===== config.mk =====
export PLATFORM = sky130hd
export DESIGN_NAME = msi_indexer
export DESIGN_NICKNAME = d
export VERILOG_FILES = /design/src/msi_pkg.sv /design/src/msi_indexer.sv
export SDC_FILE = /design/constraint.sdc
export NUM_CORES = 1
export LEC_CHECK = 0
export BUFFER_PORTS_ARGS = -buffer_cell sky130_fd_sc_hd__buf_2
export CORE_ASPECT_RATIO = 1.4
export CORE_MARGIN = 2
export CORE_UTILIZATION = 57
export DETAILED_ROUTE_END_ITERATION = 7
export PLACE_DENSITY = 0.81
export SYNTH_ARGS = -nofsm -noshare
export SYNTH_HDL_FRONTEND = slang
export SYNTH_SLANG_ARGS = --single-unit

===== constraint.sdc =====
create_clock -name core_clk -period 3.7 [get_ports core_clk]
set_clock_uncertainty 0.15 [all_clocks]
set_input_delay 0 -clock core_clk [delete_from_list [all_inputs] [get_ports core_clk]]
set_output_delay 0 -clock core_clk [all_outputs]
set_load 0.01 [all_outputs]

===== src/msi_pkg.sv =====
`default_nettype none
package msi_pkg;

  // ---------------------------------------------------------------
  // timing
  // ---------------------------------------------------------------
  localparam int CLK_PERIOD_NS = 4;
  localparam int BLANK_TIME_NS = 950;
  localparam int BLANK_CYC     = (BLANK_TIME_NS + CLK_PERIOD_NS - 1)
                                 / CLK_PERIOD_NS;
  localparam int OFF_TIME_US   = 38;
  localparam int OFF_CYC       = (OFF_TIME_US * 1000) / CLK_PERIOD_NS;
  localparam int CNT_W         = 14;

  // ---------------------------------------------------------------
  // indexer
  // ---------------------------------------------------------------
  localparam int             POS_W       = 5;
  localparam int             MAG_W       = 7;
  localparam logic [4:0]     HOME_POS    = 5'h04;
  localparam logic [4:0]     STRIDE_FULL = 5'h08;
  localparam logic [4:0]     STRIDE_HALF = 5'h04;
  localparam logic [4:0]     STRIDE_QTR  = 5'h02;
  localparam logic [4:0]     STRIDE_8TH  = 5'h01;

  typedef enum logic [1:0] {
    STEP_FULL = 2'h0,
    STEP_HALF = 2'h1,
    STEP_QTR  = 2'h2,
    STEP_8TH  = 2'h3
  } msi_step_t;

  typedef enum logic [1:0] {
    DECAY_SLOW  = 2'h0,
    DECAY_FAST  = 2'h1,
    DECAY_MIXED = 2'h2
  } msi_decay_t;

  typedef enum logic [3:0] {
    CH_IDLE  = 4'h1,
    CH_BLANK = 4'h2,
    CH_DRIVE = 4'h4,
    CH_DECAY = 4'h8
  } msi_chop_t;

  // ---------------------------------------------------------------
  // register port
  // ---------------------------------------------------------------
  localparam int               ADDR_W       = 4;
  localparam logic [3:0]       OFS_CTRL     = 4'h0;
  localparam logic [3:0]       OFS_MIXED    = 4'h4;
  localparam logic [3:0]       OFS_STATUS   = 4'h8;
  localparam logic [1:0]       CTRL_RST     = 2'h0;
  localparam logic [13:0]      MIXED_RST    = 14'h128e;

  // first-quadrant magnitude, index 0..8 in 11.25 degree steps
  function automatic logic [6:0] msi_quad_mag(input logic [3:0] idx);
    logic [6:0] m;
    m = 7'h00;
    case (idx)
      4'h0: m = 7'h64;
      4'h1: m = 7'h62;
      4'h2: m = 7'h5c;
      4'h3: m = 7'h53;
      4'h4: m = 7'h47;
      4'h5: m = 7'h38;
      4'h6: m = 7'h26;
      4'h7: m = 7'h14;
      default: m = 7'h00;
    endcase
    return m;
  endfunction

endpackage
`default_nettype wire


===== src/msi_indexer.sv =====
// Notes on behaviour
// - two select bits pick full to eighth step
// - one table move per step rising edge
// - direction high forward, low reverse
// - home at 45 degrees after reset
// - home flag low only at home
// - positive value drives first terminal high
// - 32 fine positions, coarser modes skip
// - first quadrant sine cosine magnitudes
// - other quadrants mirror with sign changes
// - overcurrent latches bridges off until re-enable
// - overcurrent returns indexer home
// - overtemperature: drivers off, home, auto resume
// - undervoltage: all off, home, auto resume
// - clear holds home, bridges off, no steps
// - enable low drives, high floats outputs
// - indexer keeps stepping while outputs disabled
// - low power: bridges off, step, clear and overcurrent ignored; temperature and supply faults still home
// - fixed off-time chopping after trip
// - trip ignored during blanking after turn-on
// - decay select picks slow, fast or mixed
// - fast or mixed only while current falls
//
// Added by the designer: the strobed register port and the register offsets.
`timescale 1ns/100ps
`default_nettype none

// -----------------------------------------------------------------
// fixed off-time chopper for one winding
// -----------------------------------------------------------------
module msi_chopper
  import msi_pkg::*;
#(
  parameter int unsigned OFF_CYCLES = OFF_CYC
) (
  input  wire logic              core_clk,
  input  wire logic              rst_n,
  input  wire logic              bridge_en,
  input  wire logic              chop_trip,
  input  wire logic              current_neg,
  input  wire logic              current_falling,
  input  wire logic [1:0]        decay_mode,
  input  wire logic [CNT_W-1:0]  fast_cycles,
  output logic                   out_pos,
  output logic                   out_neg,
  output logic                   out_pos_oe_n,
  output logic                   out_neg_oe_n
);

  localparam logic [CNT_W-1:0] BLANK_LAST = CNT_W'(BLANK_CYC - 1);
  localparam logic [CNT_W-1:0] OFF_LAST   = CNT_W'(OFF_CYCLES - 1);

  msi_chop_t         state_reg;
  msi_chop_t         state_next;
  logic [CNT_W-1:0]  cnt_reg;
  logic [CNT_W-1:0]  cnt_next;
  logic              fast_now;

  // phase sequencing: blank, drive until trip, decay for off-time
  always_comb begin
    state_next = state_reg;
    cnt_next   = cnt_reg;
    if (!bridge_en) begin
      state_next = CH_IDLE;
      cnt_next   = '0;
    end else begin
      unique case (state_reg)
        CH_IDLE: begin
          state_next = CH_BLANK;
          cnt_next   = '0;
        end
        CH_BLANK: begin
          if (cnt_reg == BLANK_LAST) begin
            state_next = CH_DRIVE;
            cnt_next   = '0;
          end else begin
            cnt_next = cnt_reg + 1'b1;
          end
        end
        CH_DRIVE: begin
          if (chop_trip) begin
            state_next = CH_DECAY;
            cnt_next   = '0;
          end
        end
        CH_DECAY: begin
          if (cnt_reg == OFF_LAST) begin
            state_next = CH_BLANK;
            cnt_next   = '0;
          end else begin
            cnt_next = cnt_reg + 1'b1;
          end
        end
        default: begin
          state_next = CH_IDLE;
          cnt_next   = '0;
        end
      endcase
    end
  end

  // decide whether the decay phase reverses the bridge
  always_comb begin
    fast_now = 1'b0;
    if (current_falling) begin
      unique case (decay_mode)
        DECAY_FAST:  fast_now = 1'b1;
        DECAY_MIXED: fast_now = (cnt_next < fast_cycles);
        default:     fast_now = 1'b0;
      endcase
    end
  end

  // phase state
  always_ff @(posedge core_clk) begin
    if (!rst_n) begin
      state_reg <= CH_IDLE;
      cnt_reg   <= '0;
    end else begin
      state_reg <= state_next;
      cnt_reg   <= cnt_next;
    end
  end

  // bridge terminals, registered from the next phase
  always_ff @(posedge core_clk) begin
    if (!rst_n) begin
      out_pos      <= 1'b0;
      out_neg      <= 1'b0;
      out_pos_oe_n <= 1'b1;
      out_neg_oe_n <= 1'b1;
    end else if (state_next == CH_IDLE) begin
      out_pos      <= 1'b0;
      out_neg      <= 1'b0;
      out_pos_oe_n <= 1'b1;
      out_neg_oe_n <= 1'b1;
    end else if (state_next == CH_DECAY) begin
      out_pos      <= fast_now & current_neg;
      out_neg      <= fast_now & ~current_neg;
      out_pos_oe_n <= 1'b0;
      out_neg_oe_n <= 1'b0;
    end else begin
      out_pos      <= ~current_neg;
      out_neg      <= current_neg;
      out_pos_oe_n <= 1'b0;
      out_neg_oe_n <= 1'b0;
    end
  end
endmodule

// -----------------------------------------------------------------
// indexer, protection and register port
// -----------------------------------------------------------------
module msi_indexer
  import msi_pkg::*;
#(
  parameter int unsigned OFF_CYCLES = OFF_CYC
) (
  input  wire logic              core_clk,
  input  wire logic              rst_n,
  input  wire logic              step_in,
  input  wire logic              dir_in,
  input  wire logic              step_size_sel_hi,
  input  wire logic              step_size_sel_lo,
  input  wire logic              indexer_clear_n,
  input  wire logic              drive_on_n,
  input  wire logic              low_power_n,
  input  wire logic              overcurrent_trip,
  input  wire logic              overtemp_trip,
  input  wire logic              undervoltage_trip,
  input  wire logic              chop_trip_a,
  input  wire logic              chop_trip_b,
  input  wire logic [ADDR_W-1:0] reg_addr,
  input  wire logic [31:0]       reg_wr_data,
  input  wire logic              reg_wr_en,
  input  wire logic              reg_rd_en,
  output logic [31:0]            reg_rd_data,
  output logic                   at_origin_flag_n,
  output logic [MAG_W-1:0]       winding_a_level,
  output logic                   winding_a_negative,
  output logic [MAG_W-1:0]       winding_b_level,
  output logic                   winding_b_negative,
  output logic                   winding_a_out_pos,
  output logic                   winding_a_out_neg,
  output logic                   winding_a_out_pos_oe_n,
  output logic                   winding_a_out_neg_oe_n,
  output logic                   winding_b_out_pos,
  output logic                   winding_b_out_neg,
  output logic                   winding_b_out_pos_oe_n,
  output logic                   winding_b_out_neg_oe_n
);

  logic [POS_W-1:0]  pos_reg;
  logic [POS_W-1:0]  pos_next;
  logic [POS_W-1:0]  stride;
  logic              step_prev_reg;
  logic              drive_prev_reg;
  logic              step_rise;
  logic              oc_latch_reg;
  logic              bridge_en;
  logic [1:0]        ctrl_reg;
  logic [CNT_W-1:0]  mixed_reg;
  logic [31:0]       status_word;
  logic [MAG_W-1:0]  lo_mag;
  logic [MAG_W-1:0]  hi_mag;
  logic [MAG_W-1:0]  mag_a;
  logic [MAG_W-1:0]  mag_b;
  logic              neg_a;
  logic              neg_b;
  logic              falling_a_reg;
  logic              falling_b_reg;

  assign step_rise = step_in & ~step_prev_reg;

  // fine positions advanced per step
  always_comb begin
    unique case (msi_step_t'({step_size_sel_hi, step_size_sel_lo}))
      STEP_FULL: stride = STRIDE_FULL;
      STEP_HALF: stride = STRIDE_HALF;
      STEP_QTR:  stride = STRIDE_QTR;
      STEP_8TH:  stride = STRIDE_8TH;
    endcase
  end

  // position: temperature and supply faults force home, else sleep freezes, else clear and overcurrent force home
  always_comb begin
    pos_next = pos_reg;
    if (overtemp_trip || undervoltage_trip) begin
      pos_next = HOME_POS;
    end else if (!low_power_n) begin
      pos_next = pos_reg;
    end else if (!indexer_clear_n || overcurrent_trip) begin
      pos_next = HOME_POS;
    end else if (step_rise) begin  // enable level not used
      // five-bit arithmetic wraps at both ends
      if (dir_in) begin
        pos_next = pos_reg + stride;
      end else begin
        pos_next = pos_reg - stride;
      end
    end
  end

  // indexer state and edge history
  always_ff @(posedge core_clk) begin
    if (!rst_n) begin
      pos_reg          <= HOME_POS;
      at_origin_flag_n <= 1'b0;
      step_prev_reg    <= 1'b0;
      drive_prev_reg   <= 1'b1;
    end else begin
      pos_reg          <= pos_next;
      at_origin_flag_n <= (pos_next != HOME_POS);
      step_prev_reg    <= step_in;
      drive_prev_reg   <= drive_on_n;
    end
  end

  // overcurrent latch, released by enable going high then low
  always_ff @(posedge core_clk) begin
    if (!rst_n) begin
      oc_latch_reg <= 1'b0;
    end else if (overcurrent_trip && low_power_n) begin
      oc_latch_reg <= 1'b1;
    end else if (low_power_n && drive_prev_reg && !drive_on_n) begin
      oc_latch_reg <= 1'b0;
    end
  end

  // any blocker floats every bridge terminal
  assign bridge_en = low_power_n & indexer_clear_n & ~drive_on_n
                   & ~oc_latch_reg & ~overcurrent_trip
                   & ~overtemp_trip & ~undervoltage_trip;

  // table lookup by quadrant
  always_comb begin
    lo_mag = msi_quad_mag({1'b0, pos_reg[2:0]});
    hi_mag = msi_quad_mag(4'h8 - {1'b0, pos_reg[2:0]});
    unique case (pos_reg[4:3])
      2'h0: begin
        mag_a = lo_mag; neg_a = 1'b0; mag_b = hi_mag; neg_b = 1'b0;
      end
      2'h1: begin
        mag_a = hi_mag; neg_a = 1'b1; mag_b = lo_mag; neg_b = 1'b0;
      end
      2'h2: begin
        mag_a = lo_mag; neg_a = 1'b1; mag_b = hi_mag; neg_b = 1'b1;
      end
      2'h3: begin
        mag_a = hi_mag; neg_a = 1'b0; mag_b = lo_mag; neg_b = 1'b1;
      end
    endcase
  end

  // current command and its trend per winding
  always_ff @(posedge core_clk) begin
    if (!rst_n) begin
      winding_a_level    <= '0;
      winding_a_negative <= 1'b0;
      winding_b_level    <= '0;
      winding_b_negative <= 1'b0;
      falling_a_reg      <= 1'b0;
      falling_b_reg      <= 1'b0;
    end else begin
      winding_a_level    <= mag_a;
      winding_a_negative <= neg_a && (mag_a != '0);
      winding_b_level    <= mag_b;
      winding_b_negative <= neg_b && (mag_b != '0);
      if (mag_a != winding_a_level) begin
        falling_a_reg <= (mag_a < winding_a_level);
      end
      if (mag_b != winding_b_level) begin
        falling_b_reg <= (mag_b < winding_b_level);
      end
    end
  end

  // -----------------------------------------------------------------
  // register port
  // -----------------------------------------------------------------

  // software writes
  always_ff @(posedge core_clk) begin
    if (!rst_n) begin
      ctrl_reg  <= CTRL_RST;
      mixed_reg <= MIXED_RST;
    end else if (reg_wr_en && (reg_addr == OFS_CTRL)) begin
      ctrl_reg <= reg_wr_data[1:0];
    end else if (reg_wr_en && (reg_addr == OFS_MIXED)) begin
      mixed_reg <= reg_wr_data[CNT_W-1:0];
    end
  end

  // status layout
  always_comb begin
    status_word      = 32'h0000_0000;
    status_word[4:0] = pos_reg;
    status_word[5]   = ~at_origin_flag_n;
    status_word[6]   = oc_latch_reg;
    status_word[7]   = bridge_en;
  end

  // read data valid only in the cycle after the strobe
  always_ff @(posedge core_clk) begin
    if (!rst_n) begin
      reg_rd_data <= 32'h0000_0000;
    end else if (reg_rd_en) begin
      unique case (reg_addr)
        OFS_CTRL:   reg_rd_data <= {30'h0, ctrl_reg};
        OFS_MIXED:  reg_rd_data <= {18'h0, mixed_reg};
        OFS_STATUS: reg_rd_data <= status_word;
        default:    reg_rd_data <= 32'h0000_0000;
      endcase
    end else begin
      reg_rd_data <= 32'h0000_0000;
    end
  end

  // -----------------------------------------------------------------
  // choppers
  // -----------------------------------------------------------------
  msi_chopper #(.OFF_CYCLES(OFF_CYCLES)) u_chop_a (
    .core_clk        (core_clk),
    .rst_n           (rst_n),
    .bridge_en       (bridge_en),
    .chop_trip       (chop_trip_a),
    .current_neg     (winding_a_negative),
    .current_falling (falling_a_reg),
    .decay_mode      (ctrl_reg),
    .fast_cycles     (mixed_reg),
    .out_pos         (winding_a_out_pos),
    .out_neg         (winding_a_out_neg),
    .out_pos_oe_n    (winding_a_out_pos_oe_n),
    .out_neg_oe_n    (winding_a_out_neg_oe_n)
  );

  msi_chopper #(.OFF_CYCLES(OFF_CYCLES)) u_chop_b (
    .core_clk        (core_clk),
    .rst_n           (rst_n),
    .bridge_en       (bridge_en),
    .chop_trip       (chop_trip_b),
    .current_neg     (winding_b_negative),
    .current_falling (falling_b_reg),
    .decay_mode      (ctrl_reg),
    .fast_cycles     (mixed_reg),
    .out_pos         (winding_b_out_pos),
    .out_neg         (winding_b_out_neg),
    .out_pos_oe_n    (winding_b_out_pos_oe_n),
    .out_neg_oe_n    (winding_b_out_neg_oe_n)
  );
endmodule
`default_nettype wire


# ---- Word-level counts from Yosys, hierarchy flattened
# Memory sizes are Yosys's and may differ from the RTL's. A register that Yosys moved wholly into a read port is not among the register bits.
# Cells that the tools add are included.
dict set report totals {
  n_memories 2
  mem_bits_ro 112
  out_inout_bits 57
  wordCells 158
  in_bits 52
  ff_bits 117
}
# memory words width read_ports rd_clocked_by_memory_dff wr line_no
set memory_table {}
lappend memory_table {{(name not given)} 8 7 1 1 0 msi_pkg.sv:60} ;# case (idx)
lappend memory_table {{(name not given)} 8 7 1 0 0 msi_pkg.sv:60}
dict set report classes {
  add_sub_neg 5
  order_cmp 4
  n_eq_ne 29
  n_mux 45
  n_bitwise 22
  n_reduce_logical 27
}
# operator count
set op_table {}
lappend op_table {{14-bit case mux with 3 select lines} 3}
lappend op_table {{14-bit 2-to-1 mux} 8}
lappend op_table {{4-bit 2-to-1 mux} 8}
lappend op_table {{4-bit case mux with 4 select lines} 2}
lappend op_table {{14-bit by 1-bit adder with 14-bit output, second input constant} 2}
lappend op_table {{14-bit equality test, second input constant} 2}
lappend op_table {{14-bit by 8-bit equality test with 1-bit output, second input constant} 2}
lappend op_table {{14-bit < comparator} 2}
lappend op_table {{7-bit case mux with 2 select lines} 2}
lappend op_table {{5-bit 2-to-1 mux} 5}
lappend op_table {{4-bit equality test, second input constant} 5}
lappend op_table {{5-bit case mux with 4 select lines} 1}
lappend op_table {{4-bit by 1-bit equality test with 1-bit output, second input constant} 4}
lappend op_table {{2-bit OR reduction} 8}
lappend op_table {{7-bit < comparator} 2}
lappend op_table {{7-bit != test} 2}
lappend op_table {{7-bit nonzero test} 2}
lappend op_table {{4-bit by 3-bit equality test with 1-bit output, second input constant} 3}
lappend op_table {{1-bit bitwise AND} 11}
lappend op_table {{1-bit inverter} 11}
lappend op_table {{2-bit equality test, second input constant} 5}
lappend op_table {{1-bit 2-to-1 mux} 10}
lappend op_table {{4-bit by 2-bit equality test with 1-bit output, second input constant} 2}
lappend op_table {{1-bit case mux with 2 select lines} 4}
lappend op_table {{14 further kinds} 26}

# ---- Longest topological paths before layout
# Gate-level depths: netlist (run 1).
dict set report logic_depth {
  word_depth 12
  depth_mapped 18
}

# ---- Modules after synthesis
# Synthesis (run 1) repeated with hierarchy kept, for this count alone.
dict set report hier_totals {
  cells_unflattened 847
  hier_area_um2 6740.2
}
# module area_each_um2 cells_each seq_area_each_um2 instances
set by_module_without_submodules {}
lappend by_module_without_submodules {msi_indexer 3395.8 397 1281.2 1}
lappend by_module_without_submodules {{msi_chopper (u_chop_a)} 1755.4 239 420.4 1}
lappend by_module_without_submodules {{msi_chopper (u_chop_b)} 1589.0 211 420.4 1}

# ---- Least setup slack after synthesis (run 1)
# Ideal clock, no wire load.
dict set report synth_path {
  kind {reg2reg}
  startpoint {register pos_reg[0]}
  endpoint {register falling_a_reg}
  n_path_buf 2
  t_arrival_ns 3.078
  slack_ns 0.371
  required_time_ns 3.449
  synth_period_minus_slack_ns 3.329
  setup_time_ns 0.101
  path_stages_with_launch 17
  cell_sequence {dfxtp_1 clkbuf_1 inv_1 ha_1 inv_1 ha_1 clkbuf_1 a211oi_1 a21oi_1 a21oi_1 ha_1 nor2b_1 o21a_1 o21a_1 o211ai_1 a21boi_0 o41ai_1}
}
dict set report synth_between {
  elab_chain_len 5
  word_cells_on_any_way 6
}
# element line_no
set synth_lines {}
lappend synth_lines {{start: declaration} msi_indexer.sv:193} ;# logic [POS_W-1:0] pos_reg;
lappend synth_lines {{start signal: assignment} msi_indexer.sv:252} ;# pos_reg <= pos_next;
lappend synth_lines {{4-bit by 3-bit subtractor with 4-bit output *} msi_indexer.sv:278} ;# hi_mag = msi_quad_mag(4'h8 - {1'b0, pos_reg[2:0]});
lappend synth_lines {{memory read 8 x 7 bit} -}
lappend synth_lines {{7-bit 2-to-1 mux *} msi_pkg.sv:60}
lappend synth_lines {{7-bit case mux with 2 select lines *} msi_indexer.sv:279} ;# unique case (pos_reg[4:3])
lappend synth_lines {{net mag_a[1]} msi_indexer.sv:206} ;# logic [MAG_W-1:0] mag_a;
lappend synth_lines {{7-bit < comparator / 7-bit != test (equally long branches)} {msi_indexer.sv:310, msi_indexer.sv:309}}
lappend synth_lines {{end signal: assignment} msi_indexer.sv:310} ;# falling_a_reg <= (mag_a < winding_a_level);
lappend synth_lines {{end: declaration} msi_indexer.sv:210} ;# logic falling_a_reg;
# Mark *: on every way through the listed nets, which the timed path passes. The rest lies on a longest branch.
# A chain may end at the register's enable or synchronous reset.

# ---- Worst setup path after layout (run 1)
dict set report layout_path {
  startpoint {register u_chop_b.cnt_reg[1]}
  endpoint {register u_chop_b.out_pos}
}
dict set report layout_between {
  elab_chain_len 9
  word_cells_on_any_way 20
}
# element line_no
set layout_lines {}
lappend layout_lines {{start: declaration} msi_indexer.sv:55} ;# logic [CNT_W-1:0] cnt_reg;
lappend layout_lines {{start signal: assignment} msi_indexer.sv:121} ;# cnt_reg <= cnt_next;
lappend layout_lines {{14-bit by 1-bit adder with 14-bit output (tied with other cells)} {msi_indexer.sv:77, msi_indexer.sv:91}}
lappend layout_lines {{14-bit 2-to-1 mux, on equally long branches} {msi_indexer.sv:87, msi_indexer.sv:73}}
lappend layout_lines {{14-bit case mux with 3 select lines *} msi_indexer.sv:67} ;# unique case (state_reg)
lappend layout_lines {{14-bit 2-to-1 mux *} msi_indexer.sv:63} ;# if (!bridge_en) begin
lappend layout_lines {{net u_chop_b.cnt_next[13]} msi_indexer.sv:56} ;# logic [CNT_W-1:0] cnt_next;
lappend layout_lines {{14-bit < comparator *} msi_indexer.sv:108} ;# DECAY_MIXED: fast_now = (cnt_next < fast_cycles);
lappend layout_lines {{1-bit case mux with 2 select lines *} msi_indexer.sv:106} ;# unique case (decay_mode)
lappend layout_lines {{1-bit 2-to-1 mux *} msi_indexer.sv:105} ;# if (current_falling) begin
lappend layout_lines {{1-bit bitwise AND *} msi_indexer.sv:138} ;# out_pos <= fast_now & current_neg;
lappend layout_lines {{1-bit 2-to-1 mux *} msi_indexer.sv:137} ;# end else if (state_next == CH_DECAY) begin
lappend layout_lines {{end signal: assignment} msi_indexer.sv:138}
lappend layout_lines {{end signal: assignment} msi_indexer.sv:143} ;# out_pos <= ~current_neg;
lappend layout_lines {{end: declaration} msi_indexer.sv:44} ;# output logic out_pos,
# Marked as above.

==> results of run 1 <==
-- layer usage --
metal	GRT usage (%)	up-vias	share of wire, %
met5	0	-	0
met3	4.884	54	4.9
li1	-	2941	-
met4	13.15	0	3.5
met1	29.71	2902	37
met2	56.20	221	54
-- final timing paths --
path / depth (start not counted) / start / slack [ns] / endpoint
setup / recovery: 16 / u_chop_b.cnt_reg[1] / 0.15 / u_chop_b.out_pos
hold / removal: 5 / indexer_clear_n / 0.01 / pos_reg[4]
setup reg to reg: 16 / u_chop_b.cnt_reg[1] / 0.15 / u_chop_b.out_pos
hold reg to reg: 2 / mixed_reg[8] / 0.34 / mixed_reg[8]
-- area by class of cell --
cell class              count  area [sq um]  share of cell area (%)
clock buffers              10         229.0                   3.028
flip-flops and latches    106          2123                   28.08
well taps                 141         176.4                   2.333
inverters                  57         214.0                   2.829
multi-input cells         598          3884                   51.36
clock inverters             6         72.57                  0.9596
repair buffers            122         863.3                   11.42
-- logic make-up (layout without fill, tap and decap cells) --
group | Yosys count | after routing | share of synthesized area, %
buffers and inverters | 108 | 195 | 7.676
AO/OA/AOI/OAI | 175 | 175 | 17.13
multiplexers | 14 | 14 | 2.271
AND/OR/NAND/NOR | 321 | 321 | 26.12
flip-flops | 106 | 106 | 33.21
other | 1 | 18 | 0.05869
XOR/XNOR | 5 | 5 | 0.6853
adder cells (fa/ha/maj) | 65 | 65 | 12.85
-- worst max-delay path: cells and delay by family (launching register included) --
kind / cells / cell delay [ns]
AND/OR/NAND/NOR: 7 / 1.36
AO/OA/AOI/OAI: 5 / 0.82
adder cells (fa/ha/maj): 2 / 0.47
flip-flops: 1 / 0.35
buffers and inverters: 2 / 0.26
-- report_power, final --
| part | internal, mW | total (mW) | switching (mW) |
|---|---|---|---|
| clock network | 0.535 | 0.994 | 0.459 |
| logic | 0.0826 | 0.175 | 0.0928 |
| registers | 1.15 | 1.16 | 0.00976 |
-- stage by stage --
| step | utilization (%) | hold slack (ns) | cells | power, mW |
|---|---|---|---|---|
| 6_report | 69.59 | 0.01060 | 1040 | 2.334 |
| 5_1_grt | 69.59 | 0.05972 | 1040 | 2.396 |
| 4_1_cts | 69.12 | 0.001935 | 1039 | 2.328 |
| 3_5_place_dp | 62.57 | 0.08091 | 982 | 1.330 |
| 3_3_place_gp | 62.57 | 0.06669 | 982 | 1.322 |
| 2_1_floorplan | - | -0.04853 | 812 | 1.289 |
-- layout by cell type, fill, tap and decap left out, types with 5 or more instances in the layout --
cell type	netlist	final
nand3_1	13	13
buf_4	20	7
clkbuf_16	0	9
a31oi_1	5	5
a21oi_1	60	59
conb_1	1	18
o21ai_0	37	36
dlygate4sd3_1	0	41
nor2_1	96	95
and3_1	17	17
nand3b_1	5	5
o211ai_1	12	12
nor4b_1	8	7
nor2b_1	8	8
nor3_1	17	17
nand4_1	11	11
nand2b_1	14	14
o31ai_1	6	6
inv_1	57	57
mux2i_1	10	10
a22oi_1	11	10
ha_1	64	63
and2_1	19	19
nor4_1	7	7
a21o_1	7	7
nor3b_1	13	13
nand2_1	70	70
o21a_1	8	8
buf_2	6	72
dfxtp_1	106	105
-- repair_timing --
item	4_1_cts	5_1_grt
gates resized for setup	0	11
hold buffers	41	0
setup buffers	0	1
endpoints found under the hold margin	34	0
endpoints found under the setup margin	0	5
==> impl_results.md, run 1 <==
* Remaining global-route overflow at 0
* Setup crit start kind: register
* Initial antenna violation count at 1
* Pin slew with the least headroom to its limit at around 0.79 ns
* CP dominant cell by count: ha_1
* Crit-path cells: inv_1, ha_1, nor3b_1, and4_1, a2bb2oi_2, buf_12, o21ai_0, a21oi_1, nor2_1, ha_1, nand4_1, nor2_2, nand2_1, or3_1, o211ai_2, a31oi_1
* Vias in the first global route at between 6000 and 7000
* Max incr delay on CP at ~0.37 ns
* Max-Cap Viols at 0
* Fin crit share at 96.08%
* Initial Util at roughly 59%
* EDFF count, synth at 0
* Clk sinks at 106
* Placed cell areas at slightly below 7000 sq um
* Pleak at roughly 3.3 nW
* Post-Syn Area per Cell at 8.038 sq um
* FFs w/ async S/R, synth at 0%
* Slowest-stage cell, CP: or3_1
* Final setup margin at ~0.15 ns
* Final setup viols at 0
* Worst setup EP type: register
* First-pass GRT wire length at about 28 mm
* Top_reg_cell synth: dfxtp_1
* Total Nets Final at slightly above 1000
* Die Span X at a little over 90 um
* Crit path arrival time at around 3.6 ns
* Hold Crit Class: primary input to register
* Latest clock arrival within the worst-skew pair at 0.36 ns
* Synthesized instance count at about 800
* Synth top cells by count: dfxtp_1 (106), nor2_1 (96), nand2_1 (70)
* # DRC at 0
* Synth top area share at 33.21%
* Status: completed
* Row cnt at 45
* Die area at between 10000 and 15000 sq um
* Height of the chip at ~130 um
* Max-slew headroom at a little under half
* Antenna-violating nets left at 0
* Num CTS Buffers at 9
* Clock slew at reported path FFs at 0.07 ns
* Peak supply drop at 223.2 uV
* Syn Std Cell Area at 6390 sq um
* TritonCTS clock tree: built
* CTS root buf: clkbuf_16
* Fin. Hold Viols at 0
* Largest area contributor in the netlist: dfxtp_1
* Core ar. at ~11000 sq um
* Max Root-Sink Buffers at 2
* PortBufs at between 70 and 80
* Most numerous cell in the Yosys netlist: dfxtp_1
* Required @ worst endpoint at roughly 3.8 ns
* Final Max Tran Viols at 0
* Fillers at 835
* Register area share after synthesis at between 30 and 40%
* Yosys warning count at 0
* Power Density at between 300 and 400 nW/um^2
* Vias post-DR at 6118
* Post-Place Worst Slack at around 0.22 ns
* Pin count of the biggest net entering global routing at 32
* DRT Wirelength at about 17 mm
* CP max FO at 26
* Layout area overhead at 18.35%
* H-tree depth at 3
* DP HPWL at ~12 mm
* Fin crit period at between 3 and 4 ns
* Avg WL per Cell at approximately 17 um
* Share of cells above drive strength 1 at about 13%
* First DRT Iteration DRCs at approximately 380
* Placer Congestion at approximately 0.9
* Post-synthesis register bit count at roughly 110
* Distinct cells, synth at 64
* Number of diodes at 0
* Vias/cell at a little under 6
* Fmax at 281.3 MHz
* Pre-antenna DRT Iters at 5
* Total GRT Usage at a little under 30%
* Final Cell Area at ~7600 sq um
* Setup TNS at 0 ns
* IO Pins at between 100 and 150
* Crit Path Category: register to register
* Synth top area cells: dfxtp_1 (33%), ha_1 (13%), nor2_1 (5.6%), a21oi_1 (4.7%), nand2_1 (4.1%)
Note: power is estimated with default switching activity, not from simulation.
==> inputs of run 2 (changes only) <==
==> constraint.sdc (replaced) <==
create_clock -name core_clk -period 3.3 [get_ports core_clk]
set_clock_uncertainty 0.15 [all_clocks]
set_input_delay 0 -clock core_clk [delete_from_list [all_inputs] [get_ports core_clk]]
set_output_delay 0 -clock core_clk [all_outputs]
set_load 0.01 [all_outputs]
==> impl_results.md, run 2 (synthesis gave the netlist of run 1 again) <==
* Min-delay src: reg_addr[2] (was indexer_clear_n)
* Hold Crit Class: primary input to register (unchanged)
* Most frequent cells in the layout: dfxtp_1 (94), nor2_1 (91), buf_2 (72), nand2_1 (69), ha_1 (58) (was dfxtp_1 (105), nor2_1 (95), buf_2 (72), nand2_1 (70), ha_1 (63))
* Die area at 12090 sq um (unchanged)
* Worst Hold Path EP: reg_rd_data[1] (was pos_reg[4])
* Crit Path Category: register to register (unchanged)
* Fin Hold WS at 0.0009955 ns (was 0.01060 ns)
* TritonCTS clock tree: built (unchanged)
* Die Span X at 93.49 um (unchanged)
* Critical path buffers and inverters at 2 (unchanged)
* Worst setup EP type: register (unchanged)
* Vias in the first global route at 6082 (was 6067)
* Required @ worst endpoint at 3.39 ns (was 3.79 ns)
* Final setup margin at -0.1901 ns (was 0.1451 ns)
* First DRT Iteration DRCs at 543 (was 376)
* Placer Congestion at 0.8966 (was 0.9006)
* Reg-to-reg endpoint: u_chop_b.out_pos (unchanged)
* Core Util, Final at 76.75% (was 69.59%)
* Initial antenna violation count at 0 (was 1)
* Clock slew at reported path FFs at 0.08 ns (was 0.07 ns)
* # DRC at 0 (unchanged)
* Pleak at 3.579 nW (was 3.256 nW)
* Pre-antenna DRT Iters at 5 (unchanged)
* Pin count of the biggest net entering global routing at 31 (was 32)
* Violated checks: setup timing
* PortBufs at 72 (unchanged)
* Slowest-stage cell, CP: dfxtp_4 (was or3_1)
* R2r startpoint: u_chop_b.cnt_reg[0] (was u_chop_b.cnt_reg[1])
* Placed cell areas at 7042 sq um (was 6799 sq um)
* Avg WL per Cell at 18.01 um (was 16.72 um)
* CTS root buf: clkbuf_16 (unchanged)
* Crit-path cells: ha_4, nor4bb_4, nand4b_1, a2bb2oi_4, clkbuf_16, buf_8, o21ai_0, a21oi_1, nor2_1, ha_1, nand2_1, nor2_2, nor2_1, or3_4, o211ai_2, a31oi_1 (was inv_1, ha_1, nor3b_1, and4_1, a2bb2oi_2, buf_12, o21ai_0, a21oi_1, nor2_1, ha_1, nand4_1, nor2_2, nand2_1, or3_1, o211ai_2, a31oi_1)
* Num CTS Buffers at 9 (unchanged)
* Pin slew with the least headroom to its limit at 0.8627 ns (was 0.7919 ns)
* Vias/cell at 5.967 (was 5.883)
* Setup crit start kind: register (unchanged)
* Antenna-violating nets left at 0 (unchanged)
* Clk sinks at 106 (unchanged)
* CP dominant cell by count: nor2_1 (was ha_1)
* Post-Place Worst Slack at -0.1068 ns (was 0.2185 ns)
* Power Density at 308.0 nW/um^2 (was 308.6 nW/um^2)
* Peak supply drop at 240.5 uV (was 223.2 uV)
* Total power of the final layout at 2.569 mW (was 2.334 mW)
* Status: finished, violations left (was completed)
* First-pass GRT wire length at 28.50 mm (was 27.98 mm)
* Final Cell Area at 8341 sq um (was 7562 sq um)
* Post-Place Cells at 1016 (was 982)
* Final setup viols at 2 (was 0)
* Initial Util at 58.80% (unchanged)
* Reg2Reg Setup Slack at -0.19 ns (was 0.15 ns)
* Row cnt at 45 (unchanged)
* Max incr delay on CP at 0.40 ns (was 0.37 ns)
* Height of the chip at 129.3 um (unchanged)
* Fin crit share at 105.8% (was 96.08%)
* Remaining global-route overflow at 0 (unchanged)
* Cell family with most CP delay: simple AND/OR/NAND/NOR gates (unchanged)
* Vias post-DR at 6522 (was 6118)
* Core ar. at 10870 sq um (unchanged)
* Commonest non-fill, non-tap cell in the layout: dfxtp_1 (unchanged)
* Fin crit period at 3.490 ns (was 3.555 ns)
* CP max FO at 7 (was 26)
* Setup TNS at -0.3666 ns (was 0 ns)
* Max Root-Sink Buffers at 2 (unchanged)
* DP HPWL at 12.76 mm (was 12.21 mm)
* Crit path arrival time at 3.58 ns (was 3.64 ns)
* Max-Cap Viols at 0 (unchanged)
* Fillers at 675 (was 835)
* Final std cells w/o fill at 1093 (was 1040)
* Fin. Hold Viols at 0 (unchanged)
* Total Nets Final at 1064 (was 1011)
* R2r worst-path depth at 16 (unchanged)
* Share of cells above drive strength 1 at 25.95% (was 13.46%)
* RSZ-0062 raised after global routing: yes
* Number of diodes at 0 (unchanged)
* Latest clock arrival within the worst-skew pair at 0.36 ns (about the same)
* Max-slew headroom at 42.42% (was 47.15%)
* IO Pins at 109 (unchanged)
* Fmax at 286.5 MHz (was 281.3 MHz)
* Layout area overhead at 30.53% (was 18.35%)
* DRT Wirelength at 19.68 mm (was 17.39 mm)
* H-tree depth at 3 (unchanged)
* Total GRT Usage at 30.04% (was 28.93%)
* Hold depth at 5 (unchanged)
* Final Max Tran Viols at 0 (unchanged)
run 2: changes by cell type in the layout (fill, tap and decap cells not counted), sizes merged:
cell | previous run | this run
buf | 81 | 135
clkinvlp | 0 | 3
dlygate4sd3 | 41 | 38
bufinv | 1 | 0
clkbuf | 10 | 11
inv | 60 | 59
run 2: layer usage:
layer | up-vias | wire length [um] | share of wire (%) | GRT usage, %
met1 | 3079 | 7084 | 36 | 31.50
met3 | 76 | 1135 | 5.8 | 4.709
met5 | - | 0 | 0 | 0
met2 | 314 | 10560 | 54 | 57.38
met4 | 0 | 896 | 4.6 | 14.62
li1 | 3053 | - | - | -
run 2: how the worst max path moves through the flow:
| stage | from | endpoint | slack (ns) | cells after the start |
|---|---|---|---|---|
| finish | u_chop_b.cnt_reg[0] | u_chop_b.out_pos | -0.19 | 16 |
| global route | u_chop_b.cnt_reg[0] | u_chop_b.out_pos | -0.35 | 16 |
| CTS | u_chop_b.cnt_reg[1] | u_chop_b.out_pos | -0.004 | 16 |
| detailed placement | u_chop_b.cnt_reg[0] | u_chop_b.out_pos | -0.11 | 15 |
| global placement | u_chop_a.cnt_reg[1] | u_chop_a.out_neg | 0.05 | 14 |
| floorplan | pos_reg[0] | falling_b_reg | 0.05 | 18 |
run 2: area by class of cell:
| cell class | instances | area, sq um | share of cell area [%] |
|---|---|---|---|
| clock buffer | 9 | 225.2 | 2.700 |
| clock inverter | 7 | 62.56 | 0.7501 |
| inverter | 57 | 216.5 | 2.595 |
| multi-input combinational | 598 | 4212 | 50.50 |
| sequential | 106 | 2142 | 25.68 |
| tap | 141 | 176.4 | 2.115 |
| timing repair buffer | 175 | 1306 | 15.66 |
run 2: worst reg2reg max path, cell delays in order (launching register included):
cell       delay (ns)
dfxtp_4          0.40
ha_4             0.14
nor4bb_4         0.20
nand4b_1         0.21
a2bb2oi_4        0.27
clkbuf_16        0.19
buf_8            0.11
o21ai_0          0.08
a21oi_1          0.32
nor2_1           0.09
ha_1             0.30
nand2_1          0.06
nor2_2           0.12
nor2_1           0.07
or3_4            0.37
o211ai_2         0.21
a31oi_1          0.11
run 2: timing repair:
action	in CTS	in global routing
gates cloned	0	3
hold endpoints to repair	35	0
pin swaps	12	56
endpoints found under the setup margin	5	6
gates resized for setup	14	101
buffers inserted	1	19
hold buffers	38	0
run 2: power by group:
part           total [mW]  internal [mW]  switching (mW)
registers            1.30           1.29          0.0106
logic               0.203         0.0954           0.108
clock network        1.06          0.526           0.537
total                2.57           1.91           0.656
